**src/hdl/sync_serial_port_consts.vh**
```
// Register offsets, field positions, reset values and timing constants of the synchronous serial port.
`ifndef SYNC_SERIAL_PORT_CONSTS_VH
`define SYNC_SERIAL_PORT_CONSTS_VH

`define SSP_ADDR_W 8
`define SSP_OFF_STATUS 8'h10
`define SSP_OFF_CONTROL 8'h12
`define SSP_OFF_TX_ONE 8'h14
`define SSP_OFF_TX_ZERO 8'h16
`define SSP_OFF_RX 8'h18

`define SSP_STAT_BUSY 0
`define SSP_STAT_DONE 1
`define SSP_STAT_COLL 2

`define SSP_CTL_SEL0 0
`define SSP_CTL_SEL1 1
`define SSP_CTL_DIV_LO 4
`define SSP_CTL_DIV_HI 5

`define SSP_CTL_RESET 1'h0
`define SSP_DIV_RESET 2'h0
`define SSP_CTL_RSVD_HI 10'h3ff

`define SSP_WORD_BITS 8
`define SSP_BIT_CNT_LAST 3'h7
`define SSP_DIV_CNT_W 3

`endif

```
**src/hdl/sync_serial_port.v**
```verilog
// Synchronous serial master port with two peripheral selects, a shift clock and a shared data line.
// How it works
// - Device always masters clock and selects
// - Four pins: two selects, clock, data
// - Only one party drives data line
// - Two peripheral select outputs; select one is blocked while select zero is set
// - Shift clock is processor clock divided
// - Shift clock toggles only during transfers
// - Divider follows slowed processor clock
// - Drive on falling, sample on rising
// - Words go least significant bit first
// - Last written bit held half period
// - Weak keeper holds last data level
// - Two transmit registers share data line
// - Busy flag in status bit 0
// - Tx write or rx read while busy sets collision flag
// - Collision cleared when both selects off
// - Done set at rising edge, bit 7
// - Done cleared by rx, tx, deselect
// - Status read clears done; set wins
// - Status read-only, reset zero, upper zero
// - Transmit write starts; busy write collides
// - Rx read starts receive if selected
// - Select bits drive pins; zero wins
// - Divider codes 2, 4, 8, 16
`timescale 1ns/10ps
`default_nettype none
`include "sync_serial_port_consts.vh"

module sync_serial_port #(
    parameter WORD_BITS = `SSP_WORD_BITS
) (
    input wire sys_clk_i,
    input wire rst_i,
    input wire [`SSP_ADDR_W-1:0] addr_i,
    input wire [15:0] wdata_i,
    input wire wr_i,
    input wire rd_i,
    output reg [15:0] rdata_o,
    output wire periph_select_zero_o,
    output wire periph_select_one_o,
    output reg shift_clock_o,
    input wire shared_data_line_i,
    output reg shared_data_line_o,
    output reg shared_data_line_oe_o
);

    // ==========================================================
    // Local state codes
    // ==========================================================
    // Only a write has a tail state; a receive goes straight back to idle.
    localparam [1:0] ST_IDLE = 2'h0;
    localparam [1:0] ST_SHIFT = 2'h1;
    localparam [1:0] ST_TAIL = 2'h2;

    // ==========================================================
    // Registers
    // ==========================================================
    reg [1:0] state_r;
    reg [1:0] state_nxt;
    reg sel0_en_r;
    reg sel1_en_r;
    reg [1:0] div_r;
    reg [7:0] tx_one_r;
    reg [7:0] tx_zero_r;
    reg [7:0] rx_r;
    reg [7:0] shift_r;
    reg dir_tx_r;
    reg [2:0] bit_cnt_r;
    reg [`SSP_DIV_CNT_W-1:0] half_cnt_r;
    reg done_r;
    reg coll_r;
    reg data_s1_r;
    reg data_s2_r;

    // Refused accesses are still decoded here so that the collision flag can see them.
    wire busy = (state_r != ST_IDLE);
    wire any_sel = sel0_en_r | sel1_en_r;
    wire wr_tx = wr_i && ((addr_i == `SSP_OFF_TX_ONE) || (addr_i == `SSP_OFF_TX_ZERO));
    wire rd_rx = rd_i && (addr_i == `SSP_OFF_RX);
    wire rd_stat = rd_i && (addr_i == `SSP_OFF_STATUS);
    wire start_tx = wr_tx && !busy;
    wire start_rx = rd_rx && !busy && any_sel;

    // Half-period length in processor clocks: 1, 2, 4 or 8 for divide by 2, 4, 8, 16.
    reg [`SSP_DIV_CNT_W-1:0] half_last;
    always @* begin
        case (div_r)
            2'h0: half_last = 3'h0;
            2'h1: half_last = 3'h1;
            2'h2: half_last = 3'h3;
            default: half_last = 3'h7;
        endcase
    end

    // The divider runs on the processor clock itself, so a slowed clock slows the link too.
    wire half_tick = (half_cnt_r == half_last);

    // ==========================================================
    // Select outputs
    // ==========================================================
    // A select pin is granted only when no lower-numbered enable is set, so two peripherals never
    // see themselves addressed at once on the shared clock and data lines.
    wire [1:0] sel_en = {sel1_en_r, sel0_en_r};
    wire [1:0] sel_pin;
    genvar g;
    generate
        for (g = 0; g < 2; g = g + 1) begin : g_sel
            if (g == 0) begin : g_first
                assign sel_pin[g] = sel_en[g];
            end else begin : g_rest
                assign sel_pin[g] = sel_en[g] & ~(|sel_en[g-1:0]);
            end
        end
    endgenerate

    // The port only ever drives these pins, it never listens to them.
    assign periph_select_zero_o = sel_pin[0];
    assign periph_select_one_o = sel_pin[1];

    // ==========================================================
    // Data line input synchroniser
    // ==========================================================
    // The line is an outside pin, so it passes two flops; a read therefore sees the slave's bit
    // two processor clocks late, which rules out the two fastest dividers, 2 and 4, for receive transfers.
    always @(posedge sys_clk_i) begin
        if (rst_i) begin
            data_s1_r <= 1'b0;
            data_s2_r <= 1'b0;
        end else begin
            data_s1_r <= shared_data_line_i;
            data_s2_r <= data_s1_r;
        end
    end

    // ==========================================================
    // Shift clock edge strobes
    // ==========================================================
    // A divider tick while the clock is high is a falling edge, while it is low a rising edge.
    wire in_shift = (state_r == ST_SHIFT);
    wire fall_edge = in_shift && half_tick && shift_clock_o;
    wire rise_edge = in_shift && half_tick && !shift_clock_o;
    wire last_rise = rise_edge && (bit_cnt_r == `SSP_BIT_CNT_LAST);

    // ==========================================================
    // Transfer sequencer
    // ==========================================================
    always @* begin
        state_nxt = state_r;
        case (state_r)
            ST_IDLE: begin
                if (start_tx || start_rx) begin
                    state_nxt = ST_SHIFT;
                end
            end
            ST_SHIFT: begin
                // A receive ends on the last rising edge; a write still has its tail to run.
                if (last_rise) begin
                    state_nxt = dir_tx_r ? ST_TAIL : ST_IDLE;
                end
            end
            ST_TAIL: begin
                if (half_tick) begin
                    state_nxt = ST_IDLE;
                end
            end
            default: state_nxt = ST_IDLE;
        endcase
    end

    always @(posedge sys_clk_i) begin
        if (rst_i) begin
            state_r <= ST_IDLE;
        end else begin
            state_r <= state_nxt;
        end
    end

    // ==========================================================
    // Half-period divider and shift clock
    // ==========================================================
    // The count restarts at every start so the first falling edge comes a full half period later.
    always @(posedge sys_clk_i) begin
        if (rst_i) begin
            half_cnt_r <= 3'h0;
        end else if (!busy || half_tick) begin
            half_cnt_r <= 3'h0;
        end else begin
            half_cnt_r <= half_cnt_r + 3'h1;
        end
    end

    always @(posedge sys_clk_i) begin
        if (rst_i) begin
            shift_clock_o <= 1'b1;
        end else if (!busy) begin
            shift_clock_o <= 1'b1;
        end else if (in_shift && half_tick) begin
            shift_clock_o <= ~shift_clock_o;
        end
    end

    // ==========================================================
    // Bit counter and shift register
    // ==========================================================
    always @(posedge sys_clk_i) begin
        if (rst_i) begin
            bit_cnt_r <= 3'h0;
        end else if (!busy) begin
            bit_cnt_r <= 3'h0;
        end else if (rise_edge) begin
            bit_cnt_r <= bit_cnt_r + 3'h1;
        end
    end

    always @(posedge sys_clk_i) begin
        if (rst_i) begin
            dir_tx_r <= 1'b0;
        end else if (start_tx) begin
            dir_tx_r <= 1'b1;
        end else if (start_rx) begin
            dir_tx_r <= 1'b0;
        end
    end

    // Both transmit registers feed the one shift register; only the low byte of a write is sent.
    always @(posedge sys_clk_i) begin
        if (rst_i) begin
            shift_r <= 8'h00;
        end else if (start_tx) begin
            shift_r <= wdata_i[7:0];
        end else if (rise_edge) begin
            // The line is taken on the rising edge and the word moves one place towards bit 0.
            shift_r <= {data_s2_r, shift_r[7:1]};
        end
    end

    always @(posedge sys_clk_i) begin
        if (rst_i) begin
            rx_r <= 8'h00;
        end else if (last_rise && !dir_tx_r) begin
            rx_r <= {data_s2_r, shift_r[7:1]};
        end
    end

    // ==========================================================
    // Data line driver
    // ==========================================================
    // The enable drops only after the tail, so the last written bit stands a further half period.
    always @(posedge sys_clk_i) begin
        if (rst_i) begin
            shared_data_line_oe_o <= 1'b0;
        end else if (!busy) begin
            shared_data_line_oe_o <= 1'b0;
        end else if (fall_edge) begin
            shared_data_line_oe_o <= dir_tx_r;
        end else if (state_r == ST_TAIL && half_tick) begin
            shared_data_line_oe_o <= 1'b0;
        end
    end

    // On release the output value is left as it was; the pad keeper then holds the line level.
    always @(posedge sys_clk_i) begin
        if (rst_i) begin
            shared_data_line_o <= 1'b0;
        end else if (fall_edge && dir_tx_r) begin
            shared_data_line_o <= shift_r[0];
        end
    end

    wire done_set = last_rise;

    // ==========================================================
    // Software registers and flags
    // ==========================================================
    always @(posedge sys_clk_i) begin
        if (rst_i) begin
            sel0_en_r <= `SSP_CTL_RESET;
            sel1_en_r <= `SSP_CTL_RESET;
            div_r <= `SSP_DIV_RESET;
        end else if (wr_i && addr_i == `SSP_OFF_CONTROL) begin
            // Changing rate or selects mid-transfer is not blocked; software must wait for idle.
            sel0_en_r <= wdata_i[`SSP_CTL_SEL0];
            sel1_en_r <= wdata_i[`SSP_CTL_SEL1];
            div_r <= wdata_i[`SSP_CTL_DIV_HI:`SSP_CTL_DIV_LO];
        end
    end

    // Transmit registers only take a write that starts a transfer, so they read back
    // the word that was last sent.
    always @(posedge sys_clk_i) begin
        if (rst_i) begin
            tx_one_r <= 8'h00;
        end else if (start_tx && addr_i == `SSP_OFF_TX_ONE) begin
            tx_one_r <= wdata_i[7:0];
        end
    end

    always @(posedge sys_clk_i) begin
        if (rst_i) begin
            tx_zero_r <= 8'h00;
        end else if (start_tx && addr_i == `SSP_OFF_TX_ZERO) begin
            tx_zero_r <= wdata_i[7:0];
        end
    end

    // A refused access wins over the deselect clear in the same cycle, so it is never lost.
    always @(posedge sys_clk_i) begin
        if (rst_i) begin
            coll_r <= 1'b0;
        end else if ((wr_tx || rd_rx) && busy) begin
            coll_r <= 1'b1;
        end else if (!any_sel) begin
            coll_r <= 1'b0;
        end
    end

    // A completing transfer outranks every clear, a status read in the same cycle included.
    always @(posedge sys_clk_i) begin
        if (rst_i) begin
            done_r <= 1'b0;
        end else if (done_set) begin
            done_r <= 1'b1;
        end else if (rd_rx || wr_tx || rd_stat || !any_sel) begin
            done_r <= 1'b0;
        end
    end

    // ==========================================================
    // Read data
    // ==========================================================
    // Idle cycles and unmapped offsets give zero, so read data of several blocks may be ORed.
    always @(posedge sys_clk_i) begin
        if (rst_i) begin
            rdata_o <= 16'h0000;
        end else if (rd_i) begin
            case (addr_i)
                `SSP_OFF_STATUS: rdata_o <= {13'h0000, coll_r, done_r, busy};
                `SSP_OFF_CONTROL: rdata_o <= {`SSP_CTL_RSVD_HI, div_r, 2'h0, sel1_en_r, sel0_en_r};
                `SSP_OFF_TX_ONE: rdata_o <= {8'h00, tx_one_r};
                `SSP_OFF_TX_ZERO: rdata_o <= {8'h00, tx_zero_r};
                `SSP_OFF_RX: rdata_o <= {8'h00, rx_r};
                default: rdata_o <= 16'h0000;
            endcase
        end else begin
            rdata_o <= 16'h0000;
        end
    end

endmodule
`default_nettype wire

```
**config.mk**
```make
export PLATFORM = sky130hd
export DESIGN_NAME = sync_serial_port
export DESIGN_NICKNAME = d
export VERILOG_FILES = /design/src/hdl/sync_serial_port.v
export VERILOG_INCLUDE_DIRS = /design/src /design/src/hdl
export SDC_FILE = /design/constraint.sdc
export NUM_CORES = 1
export LEC_CHECK = 0
export ABC_AREA = 1
export BUFFER_PORTS_ARGS = -buffer_cell sky130_fd_sc_hd__buf_4
export CAP_MARGIN = 20
export CORE_MARGIN = 4
export CORE_UTILIZATION = 55
export CTS_CLUSTER_SIZE = 10
export DETAILED_ROUTE_END_ITERATION = 6
export PLACE_DENSITY = 0.88
export SLEW_MARGIN = 20
export SYNTH_ARGS = -nofsm -noshare
export SYNTH_HDL_FRONTEND = slang
export SYNTH_SLANG_ARGS = --single-unit
export TNS_END_PERCENT = 20
```
**constraint.sdc**
```tcl
create_clock -name sys_clk_i -period 1.6 [get_ports sys_clk_i]
set_input_delay 0.16 -clock sys_clk_i [delete_from_list [all_inputs] [get_ports sys_clk_i]]
set_output_delay 0.16 -clock sys_clk_i [all_outputs]
set_load 0.02 [all_outputs]
```
Word level (Yosys, flattened, before mapping):

Cells that the tools add are included.
Widths: inputs -> output; s select.

* register bits after elaboration: 68
* word-level logic and storage cells: 97

* equality and inequality tests: 15
* reductions and logical operators: 38
* add/sub/neg operators: 2
* bitwise gates (word level): 6
* mux-type cells: 17

Operators with widths (number)
* $pmux 16 s5: 1
* $eq 8x5->1 const B: 5
* $logic_and 1x1->1: 17
* $mux 8: 2
* $reduce_bool 2->1: 5
* $pmux 3 s3: 1
* $mux 1: 8
* $mux 2: 4
* $add 3x1->3 const B: 2
* $logic_or 1x1->1: 6
* $pmux 2 s3: 1
* $reduce_or 2->1: 3
* $eq 2x1->1 const B: 2
* $eq 2x2->1 const B: 2
* $logic_not 1->1: 4
* $logic_not 2->1: 2
* $ne 2x1->1 const B: 2
* $ne 2x2->1 const B: 2
* $not 1->1: 4
* $eq 3x3->1: 1
* $eq 3x3->1 const B: 1
* $reduce_and 3->1: 1
* $and 1x1->1: 1
* $or 1x1->1: 1

Depth between registers and ports, before layout:

* depth after elaboration: 8
* gate-level depth with buffers: 11
* mapped depth without buffers: 10

Least setup slack after synthesis:

OpenSTA, ideal clock, no wires.

* path type: register to register
* from: reg div_r[0]
* to: reg rx_r[0]
* buffers on the path: 1
* library setup time: 118 ps
* data required time: 1482 ps
* arrival time: 1247 ps
* stages on the path, launching flop included: 8
* path slack: 235 ps
* cells stage by stage: dfxtp_1 -> o21ai_0 -> nand3_2 -> nor2_8 -> nand4_4 -> buf_6 -> nor3_1 -> nor2_1

* word-level cells in the longest chain between the ends: 7

Ends and longest elaborated chain
* start: declaration: line sync_serial_port.v:63 `reg [1:0] div_r;`
* start signal: assignment: line sync_serial_port.v:280 `` div_r <= `SSP_DIV_RESET; ``
* start signal: assignment: line sync_serial_port.v:285 `` div_r <= wdata_i[`SSP_CTL_DIV_HI:`SSP_CTL_DIV_LO]; ``
* $eq 2x2->1 (tied with other cells): line sync_serial_port.v:88 `case (div_r)`
* $pmux 3 s3 (*): line sync_serial_port.v:88
* $eq 3x3->1 (*): line sync_serial_port.v:97 `wire half_tick = (half_cnt_r == half_last);`
* $logic_and 1x1->1 (*) (2 in a row): line sync_serial_port.v:142 `wire rise_edge = in_shift && half_tick && !shift_clock_o;`
* $logic_and 1x1->1 (*): line sync_serial_port.v:143 `` wire last_rise = rise_edge && (bit_cnt_r == `SSP_BIT_CNT_LAST); ``
* $logic_and 1x1->1 (*): line sync_serial_port.v:241 `end else if (last_rise && !dir_tx_r) begin`
* end signal: assignment: line sync_serial_port.v:242 `rx_r <= {data_s2_r, shift_r[7:1]};`
* end: declaration: line sync_serial_port.v:66 `reg [7:0] rx_r;`

Every way passes the cells marked *; elsewhere a longest branch is shown, timed or not.
A chain may end at the register's enable or synchronous reset.

Final worst setup path:

* from: reg div_r[0]
* to: reg rx_r[7]

Same word-level chain as after synthesis.

==> results_dict.tcl <==
set metrics [dict create \
    cp_max_fo 6 \
    io_pins 50 \
    numCtsBuffers 9 \
    powerDensity_nw_per_um2 902.5 \
    die_width_um 79.48 \
    io_buffer_count 41 \
    synth_nets 405 \
    syn_inst 373 \
    muxShareOfSynthArea_pct 0 \
    vias_per_cell 5.581 \
    grt_max_degree 24 \
    cp.required_ns 1.83 \
    dpl.hpwl_um 4806 \
    ir_drop_mv 0.7063 \
    syn_area_sq_um 2810 \
    cts_sinks 61 \
    nets 457 \
    ff_latch_area_sq_um 1229 \
    setup_slack_ns 0.04793 \
    core-area_sq_um 4848 \
    drc 4 \
    final_area_sq_um 3458 \
    die-area_sq_um 6317 \
    ant_nets 0 \
    final_cell_mix "nor2_1, dfxtp_1, buf_4, nand2_1, inv_1" \
    root_buffer "clkbuf_8" \
    fin_crit_ns 1.552 \
    end_kind "flip-flop" \
    reg2reg_slack_ns 0.05 \
    path_cells "o21ai_2 -> nand3_2 -> nor2_8 -> nand4_4 -> buf_4 -> nor3_1 -> nor2_1" \
    worst_ep_arrival_time_ns 1.78 \
    crit_path_start "div_r[0]" \
    r2r_cells 7 \
    fin_hold_ws_ns 0.01588 \
    critical_path_class "reg2reg" \
    antenna_found_initial 0 \
    dr_total_vias 2774 \
    initial_core_util_pct 57.96 \
    synth-compound-area-share_pct 16.56 \
    slew_viol_final 0 \
    grt_pass1_vias 2480 \
    yosysSeqAreaShare_pct 43.46 \
    clk_latency_ns 0.35 \
    endpoint "rx_r[7]" \
    hold_violations 0 \
    std_cell_rows 25 \
    avgSynthCellArea_sq_um 7.534 \
    dp_slack_ns 0.03646 \
    synth_top_family_by_area "simple AND/OR/NAND/NOR gates" \
    first_iter_violations 362 \
    htreeDepth 3 \
    cts_tree "done" \
    max_stage_delay_ns 0.35 \
    wl_um 7318 \
    violations "design-rule violations" \
    cp.depth 7 \
    r2r-start "div_r[0]" \
    hold_class "in2reg" \
    cp-start-kind "flip-flop" \
    firstDrtPassIters 7 \
    layout-drive-gt1-share_pct 23.72 \
    crit_family "simple AND/OR/NAND/NOR gates" \
    synth-seq-cells 61 \
    r2r-end "rx_r[7]" \
    routedWlPerCell_um 14.72 \
    grt_util_all_layers_pct 22.59 \
    grt_pass1_wl_um 11060 \
    power.leakage_nw 1.498 \
    min_period_over_period_pct 97.00 \
    place.gp.congestion 0.9435 \
    status "complete, but fails checks" \
    diodes 0 \
    clk_pin_slew_ns 0.07 \
    yosys.area_share.simple_pct 27.43 \
    final_common_cell "nor2_1" \
    synth-warning-count 0 \
    crit_buf_inv 1 \
    slowest_stage "dfxtp_2" \
    grt_overflow 0 \
    finalSetupViolCount 0 \
    cts.path.max_buffers 2 \
    die_y_um 79.48 \
    ys_types 39 \
    fmax_ghz 0.6443 \
    ctsHoldBuffers 0 \
    max_cap_viol_count 0 \
    timing_worst_slew_pin_value_ns 0.4938 \
    slew_headroom_pct 67.03 \
    rsz0062_at_grt "yes" \
    placed_cell_area_sq_um 3152 \
    fillers 319 \
    skew_ns 0.01146 \
    multi_input_area_sq_um 1315 \
    tns_ns 0 \
    synth_fa_ha_area_share_pct 1.336 \
    syn2layout_area_growth_pct 23.06 \
    power_w 0.003121 \
    synthXorXnorAreaFrac_pct 0.3117 \
]
repair_timing:
| action | in CTS | in global routing |
|---|---|---|
| gates resized for setup | 0 | 9 |
| endpoints found under the setup margin | 0 | 25 |
| buffers inserted | 0 | 8 |
cell usage after synthesis, drive strengths merged:
cell type | count | share of area [%]
nand4 | 4 | 1.6
a31oi | 1 | 0.22
clkinv | 1 | 0.13
buf | 12 | 3.4
a21oi | 21 | 3.9
xnor2 | 1 | 0.31
o21ai | 46 | 8.2
or2 | 2 | 0.45
o2111ai | 1 | 0.31
nand3 | 15 | 4.4
nand2 | 54 | 7.7
o221ai | 1 | 0.31
a211oi | 5 | 1.3
nor3b | 1 | 0.27
clkbuf | 5 | 0.67
o211ai | 1 | 0.27
inv | 50 | 6.7
dfxtp | 61 | 43
ha | 3 | 1.3
a41oi | 3 | 0.94
o22ai | 5 | 1.1
nor3 | 10 | 2.0
nor2 | 70 | 11
registers in the layout, summed over array words and instances, names as in the netlist, 2 cells and up:
name	count
div_r	2
rdata_o	9
tx_zero_r	8
shift_r	8
state_r	2
tx_one_r	8
rx_r	8
half_cnt_r	3
bit_cnt_r	3
tightest hold or removal path: cells and delay by family:
| family | cells | cell delay, ns |
|---|---|---|
| and+or+nand+nor | 1 | 0.06 |
| buffers and inverters | 2 | 0.10 |
layout make-up:
class / count / area share, %
clock buffer: 11 / 3.799
clock inverter: 5 / 2.171
inverter: 51 / 5.535
multi-input combinational: 246 / 38.02
sequential: 61 / 35.53
tap: 67 / 2.424
timing repair buffer: 56 / 12.52
power breakdown:
part           leakage (nW)  internal [W]  switching (W)  total [W]
clock                 0.107      0.000870       0.000602    0.00147
combinational         0.897     0.0000537      0.0000724   0.000126
sequential            0.494       0.00152     0.00000243    0.00152
total                  1.50       0.00244       0.000677    0.00312
kinds of logic (layout without fill, tap and decap cells):
group,Yosys count,in the layout
AOI/OAI and AO/OA,84,84
xor gates and xnor gates,1,1
adders and majority gates,3,3
buffers and inverters,68,123
DFF,61,61
and+or+nand+nor,156,158
worst min path at each step:
stage                         endpoint  slack (ns)               start  cells after the start
after floorplan           tx_zero_r[0]        0.24               rst_i                      1
after global placement       data_s1_r        0.36  shared_data_line_i                      3
after detailed placement     data_s1_r        0.37  shared_data_line_i                      3
after CTS                    data_s1_r        0.01  shared_data_line_i                      3
after global routing         data_s1_r        0.02  shared_data_line_i                      3
final                        data_s1_r        0.02  shared_data_line_i                      3
routing by layer:
layer,GRT usage [%],routed length (um)
met5,0,0
met1,26.32,2921
met4,15.12,295
met3,6.095,639
met2,36.06,3462
metrics by stage:
stage          utilization [%]  cells
2_1_floorplan                -    373
3_3_place_gp             65.01    471
3_5_place_dp             65.01    471
4_1_cts                  69.26    487
5_1_grt                  71.33    497
6_report                 71.33    497
(Power assumes the default switching activity.)
